$ cat src/design/ufc_pkg.sv
package ufc_pkg;
  // register byte addresses
  localparam logic [7:0] ADDR_FEATURE = 8'h00;
  localparam logic [7:0] ADDR_ENHANCED = 8'h04;
  localparam logic [7:0] ADDR_MODEM_CTL = 8'h08;
  localparam logic [7:0] ADDR_INT_ENABLE = 8'h0C;
  localparam logic [7:0] ADDR_INT_STATUS = 8'h10;
  localparam logic [7:0] ADDR_FIFO_CTL = 8'h14;
  localparam logic [7:0] ADDR_MODEM_STAT = 8'h18;
  localparam logic [7:0] ADDR_RESUME_1 = 8'h1C;
  localparam logic [7:0] ADDR_RESUME_2 = 8'h20;
  localparam logic [7:0] ADDR_STOP_1 = 8'h24;
  localparam logic [7:0] ADDR_STOP_2 = 8'h28;
  localparam logic [7:0] ADDR_RX_TRIG = 8'h2C;
  localparam logic [7:0] ADDR_NEXT_UP = 8'h30;
  localparam logic [7:0] ADDR_NEXT_LO = 8'h34;
  localparam logic [7:0] ADDR_FLOW_STAT = 8'h38;
  // reset values
  localparam logic [7:0] RST_ZERO = 8'h00;
  localparam logic [7:0] RST_NEXT_UP = 8'h3C;
  localparam logic [7:0] RST_NEXT_LO = 8'h10;
  localparam logic [7:0] RST_RX_TRIG = 8'h38;
  // masks of the bits guarded by the enhanced enable
  localparam logic [7:0] PROT_IER = 8'hF0;
  localparam logic [7:0] PROT_ISR = 8'h30;
  localparam logic [7:0] PROT_FCR = 8'h30;
  localparam logic [7:0] PROT_MCR = 8'hE0;
  localparam logic [7:0] PROT_MSR = 8'hF0;
  // field positions
  localparam int FC_IR_INV = 4;
  localparam int FC_HALF_DUPLEX = 5;
  localparam int EF_ENH_EN = 4;
  localparam int EF_SPECIAL = 5;
  localparam int EF_AUTO_RTS = 6;
  localparam int EF_AUTO_CTS = 7;
  localparam int MC_DTR = 0;
  localparam int MC_RTS = 1;
  localparam int MC_SEL_DTR = 2;
  localparam int IS_SPECIAL = 4;
  localparam int IS_STOP = 5;
  // timing: stop characters leave about two character times after trigger
  localparam logic [1:0] STOP_CHAR_TIMES = 2'h2;
  localparam logic [1:0] AXI_OKAY = 2'h0;
  localparam logic [1:0] AXI_SLVERR = 2'h2;
  localparam logic [1:0] TABLE_D = 2'h3;

  // received character event
  typedef struct packed {
    logic valid;
    logic [7:0] data;
  } ufc_char_t;

  // hysteresis code to character count
  function automatic logic [7:0] ufc_hyst(input logic [3:0] code);
    logic [7:0] h;
    h = 8'h00;
    case (code)
      4'h1: h = 8'h04;
      4'h2: h = 8'h06;
      4'h3: h = 8'h08;
      4'h4: h = 8'h08;
      4'h5: h = 8'h10;
      4'h6: h = 8'h18;
      4'h7: h = 8'h20;
      4'h8: h = 8'h28;
      4'h9: h = 8'h2C;
      4'hA: h = 8'h30;
      4'hB: h = 8'h34;
      4'hC: h = 8'h0C;
      4'hD: h = 8'h14;
      4'hE: h = 8'h1C;
      4'hF: h = 8'h24;
      default: h = 8'h00;
    endcase
    return h;
  endfunction
endpackage

$ cat src/design/ufc_core.sv
// Implementation choices: the register offsets and the AXI4-Lite register port.
`timescale 1ns/1ps
// Operation
// - hysteresis bits apply only when trigger table D is selected.
// - hysteresis codes map to fixed character counts, one map for all tables.
// - hysteresis bits reset to zero, using next trigger level.
// - infrared receive input inverted when polarity bit is one.
// - half duplex drops RTS after last stop bit leaves shifter.
// - half duplex raises RTS when a byte is loaded for transmit.
// - transmit interrupt from holding empty, or shifter empty in half duplex.
// - tables A-C use next trigger level above and below.
// - transmit flow bits choose none, second, first or both pairs.
// - receive flow bits choose none, second, first, either or sequence.
// - dual modes send or match two consecutive characters.
// - stop characters sent about two character times after trigger.
// - resume sent below lower level or trigger minus hysteresis.
// - enhanced enable gates writes to protected enhanced bits.
// - reset clears protected bits and the enhanced enable.
// - special detect matches second stop char, stores, sets status bit.
// - with compare code 01 matched char is dropped, two interrupts.
// - auto RTS/DTR interrupts at trigger, drives high at upper level.
// - auto RTS/DTR drives low again below the lower level.
// - modem control bit 2 picks RTS or DTR; otherwise plain output.
// - half duplex turnaround delayed 0 to 15 bit times.
// - auto CTS/DSR stops transmitter while selected input is high.
module ufc_core (
  // clock and reset
  input wire logic aclk,
  input wire logic aresetn,
  // axi4-lite write
  input wire logic [7:0] s_axi_awaddr,
  input wire logic s_axi_awvalid,
  output logic s_axi_awready,
  input wire logic [31:0] s_axi_wdata,
  input wire logic [3:0] s_axi_wstrb,
  input wire logic s_axi_wvalid,
  output logic s_axi_wready,
  output logic [1:0] s_axi_bresp,
  output logic s_axi_bvalid,
  input wire logic s_axi_bready,
  // axi4-lite read
  input wire logic [7:0] s_axi_araddr,
  input wire logic s_axi_arvalid,
  output logic s_axi_arready,
  output logic [31:0] s_axi_rdata,
  output logic [1:0] s_axi_rresp,
  output logic s_axi_rvalid,
  input wire logic s_axi_rready,
  // uart core status, same clock
  input wire logic [6:0] rx_level,
  input wire ufc_pkg::ufc_char_t rx_char,
  input wire logic tx_load,
  input wire logic thr_empty,
  input wire logic tsr_empty,
  input wire logic bit_tick,
  input wire logic char_tick,
  // flow character request to transmitter
  output ufc_pkg::ufc_char_t flow_char,
  input wire logic flow_char_ready,
  // uart core controls
  output logic rx_store,
  output logic tx_halt,
  output logic tx_int,
  output logic rx_trig_int,
  output logic special_int,
  output logic stop_int,
  output logic ir_rx_data,
  // pins
  input wire logic ir_rx_pin,
  input wire logic cts_n_pin,
  input wire logic dsr_n_pin,
  output logic rts_n,
  output logic dtr_n
);
  logic [7:0] feature_control, enhanced_feature_control, modem_control;
  logic [7:0] interrupt_enable_register, interrupt_status_register;
  logic [7:0] fifo_control_register, modem_status_register;
  logic [7:0] resume_char_first, resume_char_second, stop_char_first, stop_char_second;
  logic [7:0] rx_trig, next_up, next_lo;
  logic [7:0] aw_addr, w_data;
  logic aw_held, w_held, wr_go, enh;
  logic [2:0] pin_s1, pin_s2;
  logic [7:0] hyst, level, upper, lower;
  logic table_d, hw_stop, sw_stopped, stop_due, stop_sent, seq_stop, seq_resume;
  logic [1:0] char_cnt;
  logic [1:0] tx_sel, rx_sel;
  logic seq_mode, cmp_first, cmp_second, stop_hit, resume_hit, special_hit, drop;
  logic hd_high, hd_wait;
  logic [3:0] hd_cnt;
  logic [31:0] next_rdata;
  logic next_rerr;

  typedef enum logic [1:0] {
    UFC_IDLE = 2'b00,
    UFC_SEND1 = 2'b01,
    UFC_SEND2 = 2'b10
  } ufc_state_t;
  ufc_state_t state;
  logic send_stop;

  assign enh = enhanced_feature_control[ufc_pkg::EF_ENH_EN];
  assign level = {1'b0, rx_level};
  assign tx_sel = enhanced_feature_control[3:2];
  assign rx_sel = enhanced_feature_control[1:0];

  // write channel acceptance, address and data in either order
  assign s_axi_awready = !aw_held && !s_axi_bvalid;
  assign s_axi_wready = !w_held && !s_axi_bvalid;
  assign wr_go = aw_held && w_held && !s_axi_bvalid;
  assign s_axi_arready = !s_axi_rvalid;
  assign s_axi_rresp = s_axi_rvalid && next_rerr ? ufc_pkg::AXI_SLVERR : ufc_pkg::AXI_OKAY;

  always_ff @(posedge aclk) begin
    if (!aresetn) begin
      aw_held <= 1'b0;
      w_held <= 1'b0;
      aw_addr <= ufc_pkg::RST_ZERO;
      w_data <= ufc_pkg::RST_ZERO;
      s_axi_bvalid <= 1'b0;
      s_axi_bresp <= ufc_pkg::AXI_OKAY;
    end else begin
      if (s_axi_awvalid && s_axi_awready) begin
        aw_held <= 1'b1;
        aw_addr <= s_axi_awaddr;
      end
      if (s_axi_wvalid && s_axi_wready) begin
        w_held <= 1'b1;
        w_data <= s_axi_wstrb[0] ? s_axi_wdata[7:0] : 8'h00;
      end
      if (wr_go) begin
        aw_held <= 1'b0;
        w_held <= 1'b0;
        s_axi_bvalid <= 1'b1;
        s_axi_bresp <= (aw_addr > ufc_pkg::ADDR_NEXT_LO || aw_addr[1:0] != 2'h0) ?
                       ufc_pkg::AXI_SLVERR : ufc_pkg::AXI_OKAY;
      end else if (s_axi_bready) begin
        s_axi_bvalid <= 1'b0;
      end
    end
  end

  // register writes; enhanced bits guarded by the enable
  function automatic logic [7:0] guard(input logic [7:0] old, input logic [7:0] nv,
                                       input logic [7:0] prot, input logic en);
    return en ? nv : ((nv & ~prot) | (old & prot));
  endfunction

  always_ff @(posedge aclk) begin
    if (!aresetn) begin
      feature_control <= ufc_pkg::RST_ZERO;
      enhanced_feature_control <= ufc_pkg::RST_ZERO;
      modem_control <= ufc_pkg::RST_ZERO;
      interrupt_enable_register <= ufc_pkg::RST_ZERO;
      fifo_control_register <= ufc_pkg::RST_ZERO;
      modem_status_register <= ufc_pkg::RST_ZERO;
      resume_char_first <= ufc_pkg::RST_ZERO;
      resume_char_second <= ufc_pkg::RST_ZERO;
      stop_char_first <= ufc_pkg::RST_ZERO;
      stop_char_second <= ufc_pkg::RST_ZERO;
      rx_trig <= ufc_pkg::RST_RX_TRIG;
      next_up <= ufc_pkg::RST_NEXT_UP;
      next_lo <= ufc_pkg::RST_NEXT_LO;
    end else if (wr_go) begin
      unique case (aw_addr)
        ufc_pkg::ADDR_FEATURE: feature_control <= w_data;
        ufc_pkg::ADDR_ENHANCED: enhanced_feature_control <= w_data;
        ufc_pkg::ADDR_MODEM_CTL:
          modem_control <= guard(modem_control, w_data, ufc_pkg::PROT_MCR, enh);
        ufc_pkg::ADDR_INT_ENABLE: interrupt_enable_register <=
          guard(interrupt_enable_register, w_data, ufc_pkg::PROT_IER, enh);
        ufc_pkg::ADDR_FIFO_CTL: fifo_control_register <=
          guard(fifo_control_register, w_data, ufc_pkg::PROT_FCR, enh);
        ufc_pkg::ADDR_MODEM_STAT: modem_status_register <=
          guard(modem_status_register, w_data, ufc_pkg::PROT_MSR, enh);
        ufc_pkg::ADDR_RESUME_1: resume_char_first <= w_data;
        ufc_pkg::ADDR_RESUME_2: resume_char_second <= w_data;
        ufc_pkg::ADDR_STOP_1: stop_char_first <= w_data;
        ufc_pkg::ADDR_STOP_2: stop_char_second <= w_data;
        ufc_pkg::ADDR_RX_TRIG: rx_trig <= w_data;
        ufc_pkg::ADDR_NEXT_UP: next_up <= w_data;
        ufc_pkg::ADDR_NEXT_LO: next_lo <= w_data;
        default: ;
      endcase
    end
  end

  // read data mux
  always_comb begin
    next_rdata = 32'h0000_0000;
    unique case (s_axi_araddr)
      ufc_pkg::ADDR_FEATURE: next_rdata[7:0] = feature_control;
      ufc_pkg::ADDR_ENHANCED: next_rdata[7:0] = enhanced_feature_control;
      ufc_pkg::ADDR_MODEM_CTL: next_rdata[7:0] = modem_control;
      ufc_pkg::ADDR_INT_ENABLE: next_rdata[7:0] = interrupt_enable_register;
      ufc_pkg::ADDR_INT_STATUS: next_rdata[7:0] = interrupt_status_register;
      ufc_pkg::ADDR_FIFO_CTL: next_rdata[7:0] = fifo_control_register;
      ufc_pkg::ADDR_MODEM_STAT:
        next_rdata[7:0] = {modem_status_register[7:4], 2'h0, ~pin_s2[2], ~pin_s2[1]};
      ufc_pkg::ADDR_RESUME_1: next_rdata[7:0] = resume_char_first;
      ufc_pkg::ADDR_RESUME_2: next_rdata[7:0] = resume_char_second;
      ufc_pkg::ADDR_STOP_1: next_rdata[7:0] = stop_char_first;
      ufc_pkg::ADDR_STOP_2: next_rdata[7:0] = stop_char_second;
      ufc_pkg::ADDR_RX_TRIG: next_rdata[7:0] = rx_trig;
      ufc_pkg::ADDR_NEXT_UP: next_rdata[7:0] = next_up;
      ufc_pkg::ADDR_NEXT_LO: next_rdata[7:0] = next_lo;
      ufc_pkg::ADDR_FLOW_STAT:
        next_rdata[7:0] = {2'h0, hd_high, stop_sent, tx_halt, sw_stopped, hw_stop, state != UFC_IDLE};
      default: ;
    endcase
  end

  // read response, one cycle after address
  always_ff @(posedge aclk) begin
    if (!aresetn) begin
      s_axi_rvalid <= 1'b0;
      s_axi_rdata <= 32'h0000_0000;
      next_rerr <= 1'b0;
    end else if (s_axi_arvalid && s_axi_arready) begin
      s_axi_rvalid <= 1'b1;
      s_axi_rdata <= next_rdata;
      next_rerr <= s_axi_araddr > ufc_pkg::ADDR_FLOW_STAT || s_axi_araddr[1:0] != 2'h0;
    end else if (s_axi_rready) begin
      s_axi_rvalid <= 1'b0;
    end
  end

  // pin synchronisers: ir, cts, dsr
  always_ff @(posedge aclk) begin
    if (!aresetn) begin
      pin_s1 <= 3'h7;
      pin_s2 <= 3'h7;
    end else begin
      pin_s1 <= {dsr_n_pin, cts_n_pin, ir_rx_pin};
      pin_s2 <= pin_s1;
    end
  end

  assign ir_rx_data = pin_s2[0] ^ feature_control[ufc_pkg::FC_IR_INV];

  // flow thresholds
  assign table_d = feature_control[7:6] == ufc_pkg::TABLE_D;
  assign hyst = ufc_pkg::ufc_hyst(feature_control[3:0]);
  // hysteresis only under table D; zero keeps next level; tables A-C
  assign upper = (table_d && hyst != 8'h00) ? rx_trig + hyst : next_up;
  assign lower = (table_d && hyst != 8'h00) ? rx_trig - hyst : next_lo;

  // hardware flow state with hysteresis
  always_ff @(posedge aclk) begin
    if (!aresetn) begin
      hw_stop <= 1'b0;
      rx_trig_int <= 1'b0;
    end else begin
      rx_trig_int <= enhanced_feature_control[ufc_pkg::EF_AUTO_RTS] && level >= rx_trig;
      if (!enhanced_feature_control[ufc_pkg::EF_AUTO_RTS]) begin
        hw_stop <= 1'b0;
      end else if (level >= upper) begin
        hw_stop <= 1'b1;
      end else if (level < lower) begin
        hw_stop <= 1'b0;
      end
    end
  end

  // half duplex direction with turnaround delay
  always_ff @(posedge aclk) begin
    if (!aresetn) begin
      hd_high <= 1'b0;
      hd_wait <= 1'b0;
      hd_cnt <= 4'h0;
    end else if (tx_load) begin
      hd_high <= 1'b1;
      hd_wait <= 1'b0;
    end else if (hd_high && tsr_empty && !hd_wait) begin
      hd_wait <= 1'b1;
      hd_cnt <= modem_status_register[7:4];
    end else if (hd_wait && hd_cnt == 4'h0) begin
      hd_high <= 1'b0;
      hd_wait <= 1'b0;
    end else if (hd_wait && bit_tick) begin
      hd_cnt <= hd_cnt - 4'h1;
    end
  end

  // modem outputs
  always_comb begin
    rts_n = ~modem_control[ufc_pkg::MC_RTS];
    dtr_n = ~modem_control[ufc_pkg::MC_DTR];
    // selected pin under auto control, else plain output
    if (modem_control[ufc_pkg::MC_SEL_DTR]) begin
      dtr_n = dtr_n | hw_stop;
    end else begin
      rts_n = rts_n | hw_stop;
    end
    if (feature_control[ufc_pkg::FC_HALF_DUPLEX]) begin
      rts_n = hd_high;
    end
  end

  assign tx_int = interrupt_enable_register[1] &&
                  (feature_control[ufc_pkg::FC_HALF_DUPLEX] ? tsr_empty : thr_empty);

  assign tx_halt = sw_stopped || (enhanced_feature_control[ufc_pkg::EF_AUTO_CTS] &&
                   (modem_control[ufc_pkg::MC_SEL_DTR] ? pin_s2[2] : pin_s2[1]));

  assign seq_mode = rx_sel == 2'h3 && (tx_sel == 2'h0 || tx_sel == 2'h3);
  assign cmp_first = rx_sel == 2'h2 || (rx_sel == 2'h3 && !seq_mode);
  assign cmp_second = rx_sel == 2'h1 || (rx_sel == 2'h3 && !seq_mode);
  assign stop_hit = rx_char.valid && ((cmp_first && rx_char.data == stop_char_first) ||
                    (cmp_second && rx_char.data == stop_char_second) ||
                    (seq_mode && seq_stop && rx_char.data == stop_char_second));
  assign resume_hit = rx_char.valid && ((cmp_first && rx_char.data == resume_char_first) ||
                      (cmp_second && rx_char.data == resume_char_second) ||
                      (seq_mode && seq_resume && rx_char.data == resume_char_second));
  assign special_hit = rx_char.valid && enhanced_feature_control[ufc_pkg::EF_SPECIAL] &&
                       rx_char.data == stop_char_second;
  // code 01 drops matched char; flow chars not stored
  assign drop = stop_hit || resume_hit;
  assign rx_store = rx_char.valid && !drop;
  assign special_int = interrupt_status_register[ufc_pkg::IS_SPECIAL];
  assign stop_int = interrupt_status_register[ufc_pkg::IS_STOP];

  // receive flow state and status flags; set wins over clear
  always_ff @(posedge aclk) begin
    if (!aresetn) begin
      sw_stopped <= 1'b0;
      seq_stop <= 1'b0;
      seq_resume <= 1'b0;
      interrupt_status_register <= ufc_pkg::RST_ZERO;
    end else begin
      if (rx_char.valid) begin
        seq_stop <= rx_char.data == stop_char_first;
        seq_resume <= rx_char.data == resume_char_first;
      end
      if (rx_sel == 2'h0) begin
        sw_stopped <= 1'b0;
      end else if (stop_hit) begin
        sw_stopped <= 1'b1;
      end else if (resume_hit) begin
        sw_stopped <= 1'b0;
      end
      if (wr_go && aw_addr == ufc_pkg::ADDR_INT_STATUS && enh) begin
        interrupt_status_register <= w_data & ufc_pkg::PROT_ISR;
      end
      if (special_hit) begin
        interrupt_status_register[ufc_pkg::IS_SPECIAL] <= 1'b1;
      end
      if (stop_hit) begin
        interrupt_status_register[ufc_pkg::IS_STOP] <= 1'b1;
      end
    end
  end

  // stop timer: two character times after trigger
  always_ff @(posedge aclk) begin
    if (!aresetn) begin
      char_cnt <= 2'h0;
      stop_due <= 1'b0;
    end else if (tx_sel == 2'h0 || level < rx_trig || stop_sent) begin
      char_cnt <= 2'h0;
      stop_due <= 1'b0;
    end else if (char_tick && !stop_due) begin
      char_cnt <= char_cnt + 2'h1;
      stop_due <= char_cnt + 2'h1 >= ufc_pkg::STOP_CHAR_TIMES;
    end
  end

  // flow character sender
  always_ff @(posedge aclk) begin
    if (!aresetn) begin
      state <= UFC_IDLE;
      stop_sent <= 1'b0;
      send_stop <= 1'b0;
      flow_char <= '0;
    end else begin
      unique case (state)
        UFC_IDLE: begin
          if (tx_sel == 2'h0) begin
            stop_sent <= 1'b0;
          end else if (stop_sent ? level < lower : stop_due) begin
            // resume below lower level; pair choice
            state <= UFC_SEND1;
            send_stop <= !stop_sent; // stale stop_due never sends a second stop
            flow_char.valid <= 1'b1;
            flow_char.data <= tx_sel == 2'h1 ?
              (stop_sent ? resume_char_second : stop_char_second) :
              (stop_sent ? resume_char_first : stop_char_first);
          end
        end
        UFC_SEND1: begin
          if (flow_char_ready) begin
            // second char of the pair follows
            if (tx_sel == 2'h3) begin
              state <= UFC_SEND2;
              flow_char.data <= send_stop ? stop_char_second : resume_char_second;
            end else begin
              state <= UFC_IDLE;
              flow_char.valid <= 1'b0;
              stop_sent <= send_stop;
            end
          end
        end
        UFC_SEND2: begin
          if (flow_char_ready) begin
            state <= UFC_IDLE;
            flow_char.valid <= 1'b0;
            stop_sent <= send_stop;
          end
        end
        default: state <= UFC_IDLE;
      endcase
    end
  end

  // checks
  AST_HYST_D: assert property (@(posedge aclk) disable iff (!aresetn)
    !table_d |-> upper == next_up && lower == next_lo) else $error("hysteresis outside D");
  AST_IR_POL: assert property (@(posedge aclk) disable iff (!aresetn)
    ir_rx_data == (pin_s2[0] != feature_control[4])) else $error("ir polarity wrong");
  AST_HD_RISE: assert property (@(posedge aclk) disable iff (!aresetn)
    tx_load && feature_control[5] |=> rts_n) else $error("rts not raised on load");
  AST_TX_INT: assert property (@(posedge aclk) disable iff (!aresetn)
    interrupt_enable_register[1] && feature_control[5] |-> tx_int == tsr_empty)
    else $error("tx interrupt source wrong");
  AST_ENH_LOCK: assert property (@(posedge aclk) disable iff (!aresetn)
    !enh |=> (interrupt_enable_register[7:4] == $past(interrupt_enable_register[7:4])))
    else $error("protected bits changed");
  AST_SPECIAL: assert property (@(posedge aclk) disable iff (!aresetn)
    special_hit |=> interrupt_status_register[4]) else $error("special flag missed");
  AST_DROP01: assert property (@(posedge aclk) disable iff (!aresetn)
    rx_char.valid && rx_sel == 2'h1 && rx_char.data == stop_char_second |-> !rx_store)
    else $error("stop char stored");
  AST_HW_HIGH: assert property (@(posedge aclk) disable iff (!aresetn)
    enhanced_feature_control[6] && level >= upper |=> hw_stop) else $error("no stop at upper");
  AST_HW_LOW: assert property (@(posedge aclk) disable iff (!aresetn)
    hw_stop && level < lower && level < upper |=> !hw_stop) else $error("no release");
  AST_CTS: assert property (@(posedge aclk) disable iff (!aresetn)
    enhanced_feature_control[7] && !modem_control[2] && pin_s2[1] |-> tx_halt)
    else $error("cts high not halting");
  COV_PAIR: cover property (@(posedge aclk) state == UFC_SEND1 ##[1:20] state == UFC_SEND2);
  COV_HD: cover property (@(posedge aclk) hd_wait ##[1:200] !hd_high);
  COV_SW: cover property (@(posedge aclk) stop_hit ##[1:100] resume_hit);
endmodule

$ cat config.mk
export PLATFORM = sky130hd
export DESIGN_NAME = ufc_core
export DESIGN_NICKNAME = d
export VERILOG_FILES = /design/src/design/ufc_pkg.sv /design/src/design/ufc_core.sv
export SDC_FILE = /design/constraint.sdc
export NUM_CORES = 1
export LEC_CHECK = 0
export BUFFER_PORTS_ARGS = -buffer_cell sky130_fd_sc_hd__buf_2
export CAP_MARGIN = 20
export CORE_MARGIN = 8
export CORE_UTILIZATION = 40
export DETAILED_ROUTE_END_ITERATION = 8
export PLACE_DENSITY = 0.63
export SLEW_MARGIN = 40
export SYNTH_ARGS = -nofsm -noshare
export SYNTH_HDL_FRONTEND = slang
export SYNTH_SLANG_ARGS = --single-unit
$ cat constraint.sdc
create_clock -name aclk -period 3.4 [get_ports aclk]
set_clock_uncertainty 0.05 [all_clocks]
set_input_delay 0.34 -clock aclk [delete_from_list [all_inputs] [get_ports aclk]]
set_output_delay 0.34 -clock aclk [all_outputs]
set_load 0.1 [all_outputs]
Word-level counts from Yosys, hierarchy flattened. Memories as Yosys holds them, arrays and structs flattened. A register that Yosys moved wholly into a read port is not among the register bits. Cells that the tools add are included.

Memory bits (read-only): 80. Register bits: 170. Memories: 1. Input bits: 84. Latch bits: 0. Output and inout port bits: 59. Bits in writable memories: 0.

Magnitude comparators: 7. $mul: 0. Muxes and demuxes: 59. Equal/unequal tests: 48. Add/sub/neg operators: 4. Bitwise logic cells: 14. Div/mod/pow operators: 0. Shift operators: 0. Reductions and logical operators: 102.

Memories: (name not given) (depth 16, width 5, rd ports 1, clocked after Yosys merged registers in 1, write ports 0, RTL line ufc_pkg.sv:57) `case (code)`.

Operators with widths (count): $pmux W8 S15 (1); $eq A8 B6 Y1 const B (13); $mux W8 (12); $eq A8 B5 Y1 const B (8); $logic_and A1 B1 Y1 (34); $eq A8 B4 Y1 const B (4); $eq A8 B8 Y1 (4); $reduce_and A2 Y1 (15); $mux W9 (3); $mux W1 (26); $reduce_bool A2 Y1 (13); $mux W4 (5); $ne A2 B2 Y1 const B (9); $eq A8 B3 Y1 const B (2); $ge A7 B8 Y1 (2); $gt A8 B6 Y1 const B (2); $logic_not A8 Y1 (2); $lt A7 B8 Y1 (2); $or A4 B8 Y8 (2); $pmux W8 S2 (1); $mux W2 (7); $logic_or A1 B1 Y1 (13); $eq A2 B2 Y1 const B (5); $reduce_and A5 Y1 (2); other kinds (23) (47).

Longest topological paths before layout. Gate-level depths: netlist (run 1).

Word-level depth: 13. Mapped depth: 18.

Worst setup path before layout (run 1). No wires, ideal clock.

Kind: reg-to-reg. Start: register hyst[2] (netlist name). End: register flow_char[6] (netlist bit). Library setup time: 0.117 ns. Cell stages (with the launch flop): 14. Setup slack: -0.145 ns. Data arrival time: 3.378 ns. Required time: 3.233 ns. Cell sequence: dfxtp_1 > or4_4 > o211ai_1 > buf_4 > clkbuf_1 > a21oi_1 > ha_1 > a2111o_1 > a221o_1 > o221ai_4 > o21ai_4 > buf_6 > nand3_2 > o21ai_2.

Longest elaborated chain between the ends: 7. Elaborated cells between the ends (all ways): 8. Classes of those cells: add/sub: 1; order compare: 1; eq/ne: 1; mux: 2; reduce/logical: 3.

RTL lines: branches (longest 2 deep; another with $sub A8 B8 Y8); $mux W8 (*) (RTL line ufc_core.sv:245) `assign lower = (table_d && hyst != 8'h00) ? rx_trig - hyst : next_lo;`; $lt A7 B8 Y1 (*) (RTL line ufc_core.sv:379) `end else if (stop_sent ? level < lower : stop_due) begin`; $mux W1 (*) (RTL line ufc_core.sv:379); $ne A2 B2 Y1 (no line) (*); $reduce_and A5 Y1 (no line) (*); end: declaration (RTL line ufc_core.sv:58) `output ufc_pkg::ufc_char_t flow_char,`.

Every way passes the cells marked *. A chain may end at the register's enable or synchronous reset.

Worst setup path in the final report (run 1).
Start: register hyst[5] (netlist name). End: register flow_char[1] (netlist bit).

Longest elaborated chain between the ends: 7. Elaborated cells between the ends (all ways): 8. Classes of those cells: add/sub: 1; order compare: 1; eq/ne: 1; mux: 2; reduce/logical: 3.

RTL lines (RTL line): branches (longest 2 deep; another with $sub A8 B8 Y8); $mux W8 (*) (ufc_core.sv:245); $lt A7 B8 Y1 (*) (ufc_core.sv:379); $mux W1 (*) (ufc_core.sv:379); $ne A2 B2 Y1 (no line) (*); $reduce_and A5 Y1 (no line) (*).

Marks and branches as above.

==> impl_summary.md, run 1 <==
Min path
The count of cells along the worst hold path is 2. The class of the tightest hold or removal check is in -> reg.

Power
The relative contribution of combinational cells to total power is about 11%. Dividing total power by cell area gives a power density of 406 mW/mm^2. The switching part of the total is 26.7%. Per report_power, the sequential group accounts for 44.2% of the total. The worst voltage drop across the vdd grid is 0.367 mV. The analysis attributes to net switching a power of 1.23 mW. The part of the total power dissipated in the clock network is 44.7%. For this design the static power due to leakage is 4.32 nW. The design internal power is 3.39 mW.

STA
The slew of the pin with the lowest slew margin is 0.801 ns. Setup repair after global routing could not meet its margin everywhere. For the finished layout, the period the worst path requires is 3.33 ns. Setup violations remaining at the end of the flow were counted as 0. For this run, the top clock speed supported by timing is between 0.3 and 0.4 GHz.

Of the available clock period, the critical path in the final layout requires approximately 98%. The hold violation total from the final report is 0. The number of max-slew violations in the final report came to 0.

In this run the tightest slew margin relative to its limit is 46.5%. In the final timing run, aggregate negative setup slack is 0 ns. The worst hold slack is 0.0360 ns.

Place
The cell area reported after detailed placement is 0.0107 sq mm. Detailed placement finished with a half-perimeter wire length of 22900 microns. The routability-driven placement congestion ratio is 0.964. The count of input and output buffers is a little under 90. The number of placed cells counting well taps is 1531.

Clocking
The H-tree was split into 4 levels. Clock-pin slew was measured on the worst setup and hold paths at 0.07 ns. The maximum clock path buffer count is 2. For this design, the sink count on the clock tree is 169. TritonCTS built the clock tree. In this run the clock root is driven by a clkbuf_16.

The CTS buffer count is 17. Clock latency on the worst-skew pair, taken at its later pin, is roughly 0.43 ns.

Final layout
The multi-input combinational cell area is 0.00609 sq mm. The number of fill cells in the layout is 2414. Excluding fillers, the count of instances in the completed layout stands at 1567. The register cell area after layout is 0.00339 sq mm. The area of all placed cells without fillers is 0.0114 sq mm. The end-of-flow core utilization is between 40% and 50%. The fraction of layout instances using a drive strength above 1 is 17.1%. The antenna diode instance count is 0.

The number of nets in the layout is 1356. The growth of design area from synthesis to finish is 14.4%. The library cells used most frequently in the layout, excluding fill and tap cells, are dfxtp_1 (166), nand2_1 (136), mux2i_1 (102).

Leaving out fill and tap cells, the most frequent cell in the layout is dfxtp_1.

Synth
The proportion of synthesized chip area in sequential cells is 34.0%. A synthesized cell averages 8.58 sq um. The count of different cell masters after synthesis is 72. The number of synthesized register bits is 169. The async set-or-reset flop fraction in the synthesized netlist is 0%. The number of enable-type register cells in the synthesized netlist is 0. In the synthesized netlist, the number of instances is 1160. During synthesis, Yosys emitted a total of 0 warnings.

The cell area that synthesis handed to floorplanning was 0.00995 sq mm. For this run, the leading register cell type out of synthesis is dfxtp_1.

Detailed routing
Before antenna repair, the detailed router went through 5 iterations. The count of vias placed by the detailed router is roughly 8500. The detailed-route wire length per cell is between 15 and 20 microns. The detail route stage leaves a number of antenna-violating nets equal to 0. The starting DRC count in detailed routing is 731.

In the routed design, unresolved DRC markers number 0. In the routed layout, each cell is associated on average with a via count of 5.41. The total wire length is 30500 microns.

Global routing
The met3 track utilization from global routing is 4.05%. The most crowded layer after global routing is met2. The met1 track demand over resource in global routing is 27.2%. In the global route stage, met2 resource usage came out at 29.5%. The global routing usage summed across all routing layers is 19.7%.

The initial antenna violation count is 1. The first global-routing pass estimated 46900 microns of wire. The via count of the first global-routing pass came to between 8000 and 9000. Summed over all layers, the global routing overflow is 0. The pin count of the biggest net entering global routing is 53.

Critical path
At the worst endpoint, the arrival time is 3.60 ns. The start-to-end type of the worst setup path is reg -> reg. For the worst flop-to-flop path, the logic depth is 14. Of all nets on the critical path, the largest fanout is 8. The worst path required time is 3.67 ns. The worst setup path is captured at a flip-flop. The worst setup path is launched from a flip-flop.

Floorplan
In this run the horizontal extent of the chip is 174 microns. Measured along the y axis, the die boundary spans 174 microns. For this design the top-level I/O count stands at 143. The core footprint is 0.0244 sq mm. The starting utilization of the core area is 40.8%. Row generation in the floorplan step produced 57 rows. The area enclosed by the die boundary is 0.0302 sq mm.

Job
The tool flagged a number of max-cap violations equal to 0.

Outcome
The run finished with clean final reports.
metrics by stage:
stage | worst slack (ns) | power, mW
final | 0.0732 | 4.62
after CTS | 0.0501 | 4.65
after detailed placement | 0.0326 | 2.59
after global placement | 0.0900 | 2.59
after global routing | -0.0703 | 4.79
after floorplan | 0.00975 | 2.49
state kept, by name, indices dropped and copies added (netlist names), 2 cells and up:
name,flops
enhanced_feature_control,8
hd_cnt,4
pin_s2,3
flow_char,9
modem_status_register,4
next_up,8
next_lo,8
resume_char_first,8
w_data,8
feature_control,8
aw_addr,8
modem_control,8
interrupt_status_register,2
hyst,5
pin_s1,3
rx_trig,8
stop_char_first,8
state,2
interrupt_enable_register,8
stop_char_second,8
fifo_control_register,8
resume_char_second,8
s_axi_rdata,8
power groups by stage:
stage | Sequential [mW] | Clock [mW] | Combinational, mW
2_1_floorplan | 2.08 | 0 | 0.413
3_3_place_gp | 2.09 | 0 | 0.499
3_5_place_dp | 2.09 | 0 | 0.502
4_1_cts | 2.04 | 2.10 | 0.503
5_1_grt | 2.05 | 2.20 | 0.544
6_report | 2.04 | 2.07 | 0.510
worst paths after layout:
kind | start | end | slack (ns)
worst max-delay path | hyst[5] | flow_char[1] | 0.07
worst max register to register | hyst[5] | flow_char[1] | 0.07
worst min register to register | pin_s1[0] | pin_s2[0] | 0.36
worst min-delay path | ir_rx_pin | pin_s1[0] | 0.04
synthesized netlist by cell type (5+ instances only):
library cell,number,area [sq um]
buf_4,27,203
buf_2,8,40.0
nor4_1,7,43.8
nor2b_1,77,482
mux2i_1,102,1020
o21a_1,5,37.5
ha_1,39,488
and3_1,5,31.3
o21ai_0,64,320
a21oi_1,36,180
mux2_2,7,78.8
nand2_1,136,510
nand4_1,10,62.6
o22ai_1,5,31.3
a31oi_1,9,56.3
o211ai_1,15,113
clkbuf_1,57,214
nor3_1,15,75.1
o21ai_2,9,78.8
inv_1,39,146
dfxtp_1,169,3380
and2_1,10,62.6
xnor2_1,37,324
nor2_1,47,176
nand3_1,48,240
a22oi_1,15,113
a21boi_0,50,375
nand2b_1,12,75.1
mux4_2,8,180
a21o_1,8,60.1
worst max-delay path, cell delays in order, from the launching register on:
cell,delay [ns]
dfxtp_2,0.33
or4_4,0.56
o211ai_1,0.24
buf_4,0.19
nor2_2,0.04
a21oi_2,0.10
ha_1,0.27
a2111o_1,0.38
a221o_1,0.36
o221ai_4,0.20
buf_6,0.13
o21ai_4,0.07
buf_12,0.16
nand3_2,0.07
o21ai_2,0.06
repair_timing:
| item | 4_1_cts | 5_1_grt |
|---|---|---|
| setup buffers | 0 | 4 |
| endpoints found under the setup margin | 0 | 12 |
| resized for setup | 0 | 15 |
| hold buffers | 0 | 0 |
area by class of cell:
type | count | area share, %
clock buffer | 20 | 3.92
sequential | 169 | 29.7
clock inverter | 11 | 1.50
timing repair buffer | 124 | 6.54
multi-input combinational | 880 | 53.5
inverter | 39 | 1.29
tap | 324 | 3.56
per-layer routing:
metal,vias to the layer above,routed length [microns]
met5,-,10
met4,2,909
met3,56,1920
met2,311,13300
met1,3948,14300
li1,4153,-
cells by family after synthesis:
kind of cell,Yosys count,synth area share (%)
buffers and inverters,136,6.32
AND/OR/NAND/NOR,395,20.0
other,1,0.0377
adder cells (fa/ha/maj),41,5.31
multiplexers,119,13.1
flip-flops,169,34.0
XOR/XNOR,41,3.61
AO/OA/AOI/OAI,258,17.6
Note: power is estimated with default switching activity, not from simulation.
==> run 2: changes to the inputs <==
MAX_ROUTING_LAYER = met4   (was unset)
==> impl_summary.md, run 2 (synthesized netlist as in run 1, its figures left out) <==
Outcome
The flow ran to the end, and the final reports show no timing, DRC or antenna violations.

Detailed routing
The remaining number of nets flagged by the antenna check after routing is 0 (unchanged). The count of vias placed by the detailed router was 8506 (+0.43%). The total wire length is 30800 microns (+0.95%). The number of iterations in the first detailed-routing pass is 6 (+1). The total DRC errors in the routed layout is 0 (unchanged). The mean number of vias per cell is 5.45 (+0.75%). The detailed-route wire length per cell is 19.7 microns (+1.3%). The starting DRC count in detailed routing is 600 (-18%).

Place
The final HPWL from detailed placement is 23200 microns (+1.1%). The worst slack at placement is 0.0657 ns (+0.0330 ns). The number of placed cells counting well taps is 1529 (-0.13%). The routability-driven placement congestion ratio is 0.975 (+1.1%).

The count of input and output buffers is 89 (unchanged).

STA
The relative max-transition margin is 43.5% (-3.0 points). The worst path setup slack after routing is 0.150 ns (+0.0767 ns). The slew of the pin with the lowest slew margin is 0.847 ns (+0.0454 ns). The final cycle utilization of the critical path is 95.6% (-2.3 points). The number of max-slew violations in the final report came to 0 (unchanged).

The time the worst path needs with I/O delays and setup is 3.25 ns (-0.0767 ns). The total of endpoints with negative setup slack in the final report is 0 (unchanged). The hold violation total from the final report was 0 (unchanged). The maximum clock rate is 0.308 GHz (+2.4%).

Clocking
The clock sink total is 169 (unchanged). CTS placed an instance of clkbuf_16 at the clock tree root. The hold buffer count at cts came to 0 (unchanged). The clock insertion delay at the later pin of the skew report is 0.44 ns (about the same). The maximum clock path buffer count is 2 (unchanged). The number of levels the H-tree was split into is 4 (unchanged). The clock slew seen by the registers of the worst setup and hold paths was 0.06 ns (about the same). The CTS tree is done.

The CTS buffer count is 17 (unchanged).

Critical path
The cell with the most instances on the worst path is buf_4. The critical path ends at flow_char[1]. The largest driver fanout on the critical path is 16 (+8). The most critical setup path has its startpoint at hyst[2]. The type of origin of the critical path is a flip-flop. Traced cell by cell, the critical path runs through or4_4, o211ai_1, buf_4, buf_4, a21oi_2, ha_1, a21o_1, a221o_1, o221ai_4, o21ai_4, buf_12, nand3_1, o21ai_2. The depth of the worst register-to-register path came to 13 (-1). The standard cell with the maximum stage delay on the critical path is or4_4. The worst path required time is 3.68 ns (about the same). The endpoint type of the worst setup path is a flip-flop. The start-to-end type of the worst setup path is reg -> reg. The maximum single-stage delay on the critical path was 0.56 ns (about the same). The reg-to-reg setup timing slack is 0.15 ns (+0.08 ns). The logic depth of the worst setup path including buffers was 13 (-1). The number of buffer and inverter instances along the worst setup path is 3 (unchanged). The arrival time reported for the critical path endpoint is 3.53 ns (-0.07 ns). The endpoint identified for the worst register-to-register timing path is flow_char[1]. In this run the critical register-to-register path is launched from hyst[2]. Among cell families on the critical path, the largest total delay comes from compound AO/OA/AOI/OAI gates.

Power
The power per cell area was 396 mW/mm^2 (-2.4%). The worst voltage drop across the vdd grid was 0.251 mV (-32%). The post-route total power came to 4.47 mW (-3.3%). The static leakage is 4.28 nW (-1.0%).

Floorplan
The starting utilization of the core area was 40.8% (unchanged). The core footprint is 0.0244 sq mm (unchanged). The die boundary width is 174 microns (unchanged).

The area enclosed by the die boundary is 0.0302 sq mm (unchanged). The top-level port count is 143 (unchanged). The cell row count is 57 (unchanged). The height of the chip came to 174 microns (unchanged).

Job
The count of max-cap constraint violations is 0 (unchanged).

Final layout
The top cell types in the final layout, fill and taps aside, are dfxtp_1 (166), nand2_1 (136), mux2i_1 (102). The end-of-flow core utilization came to 46.3% (-0.42 points). The flip-flop count of the largest register after layout is 9 (unchanged). The number of fill cells in the layout is 2447 (+1.4%).

The growth of design area from synthesis to finish is 13.4%. The antenna diode instance count is 0 (unchanged). Ranked by flip-flop count, first place goes to flow_char. The fraction of layout instances using a drive strength above 1 is 16.4% (-0.66 points). The register cell area after layout is 0.00339 sq mm (unchanged). The multi-input combinational cell area is 0.00609 sq mm (unchanged).

The library cell used most frequently in the layout, excluding fill and tap cells, is dfxtp_1. The final cell count without fillers is 1562 (-0.32%). The number of nets in the layout is 1352 (-0.29%).

Min path
The class of the tightest hold or removal check is in -> reg.

Global routing
The pin count of the biggest net entering global routing is 75 (+42%). The via count of the first global-routing pass is 8226 (+0.17%). The remaining global-route overflow is 0 (unchanged). The initial antenna violation count is 0 (-1). The first-pass GRT wire length was 47300 microns (+0.88%). The global routing usage summed across all routing layers is 20.5% (+0.83 points).
[run 2: cell count changes in the layout (fill, tap and decap cells not counted), moves of 3 or more]
cell / change
buf_4: -3
inv_2: +3
nand3_1: +6
nand3_2: -6
inv_1: -3
[run 2: per-layer routing]
| metal | routed length [microns] | track usage (%) | vias to the layer above | part of all wire (%) |
|---|---|---|---|---|
| li1 | - | - | 4153 | - |
| met1 | 14300 | 27.5 | 4004 | 47 |
| met2 | 13600 | 30.9 | 306 | 44 |
| met3 | 2180 | 3.83 | 43 | 7.1 |
| met4 | 650 | 6.09 | 0 | 2.1 |
| met5 | 0 | - | - | 0 |
[run 2: cell type report]
type | count | share of cell area [%]
Clock inverter | 7 | 0.842
Tap cell | 324 | 3.59
Sequential cell | 169 | 30.0
Inverter | 39 | 1.30
Multi-Input combinational cell | 880 | 53.9
Clock buffer | 23 | 4.15
Timing Repair Buffer | 120 | 6.17
[run 2: what timing repair did]
action                                  in CTS  in global routing
setup buffers                                0                  3
resized for setup                            0                 17
endpoints found under the setup margin       0                 12
[run 2: worst min path at each step]
| stage | start | endpoint | slack [ns] | cells past startpoint |
|---|---|---|---|---|
| floorplan | pin_s1[0] | pin_s2[0] | 0.34 | 1 |
| CTS | cts_n_pin | pin_s1[1] | 0.02 | 2 |
| detailed placement | pin_s1[2] | pin_s2[2] | 0.35 | 1 |
| global route | ir_rx_pin | pin_s1[0] | 0.05 | 2 |
| global placement | pin_s1[0] | pin_s2[0] | 0.35 | 1 |
| finish | cts_n_pin | pin_s1[1] | 0.03 | 2 |
[run 2: stage by stage]
step | hold WS [ns] | instance area [sq um] | setup TNS, ns
after global placement | 0.345 | 10600 | 0
after floorplan | 0.336 | 10000 | 0
after detailed placement | 0.347 | 10600 | 0
after CTS | 0.0189 | 11200 | 0
final | 0.0270 | 11300 | 0
after global routing | 0.0500 | 11300 | -0.278
[run 2: worst register-to-register path, stage by stage (launching register included)]
cell	delay (ns)
dfxtp_2	0.33
or4_4	0.56
o211ai_1	0.17
buf_4	0.16
buf_4	0.20
a21oi_2	0.08
ha_1	0.32
a21o_1	0.18
a221o_1	0.39
o221ai_4	0.28
o21ai_4	0.11
buf_12	0.16
nand3_1	0.09
o21ai_2	0.06
[run 2: power by group]
group	internal [mW]	total [mW]	switching, mW	leakage (nW)
Combinational	0.137	0.508	0.371	2.64
Clock	1.11	1.91	0.803	0.273
Sequential	2.00	2.05	0.0422	1.37
Total	3.25	4.47	1.22	4.28
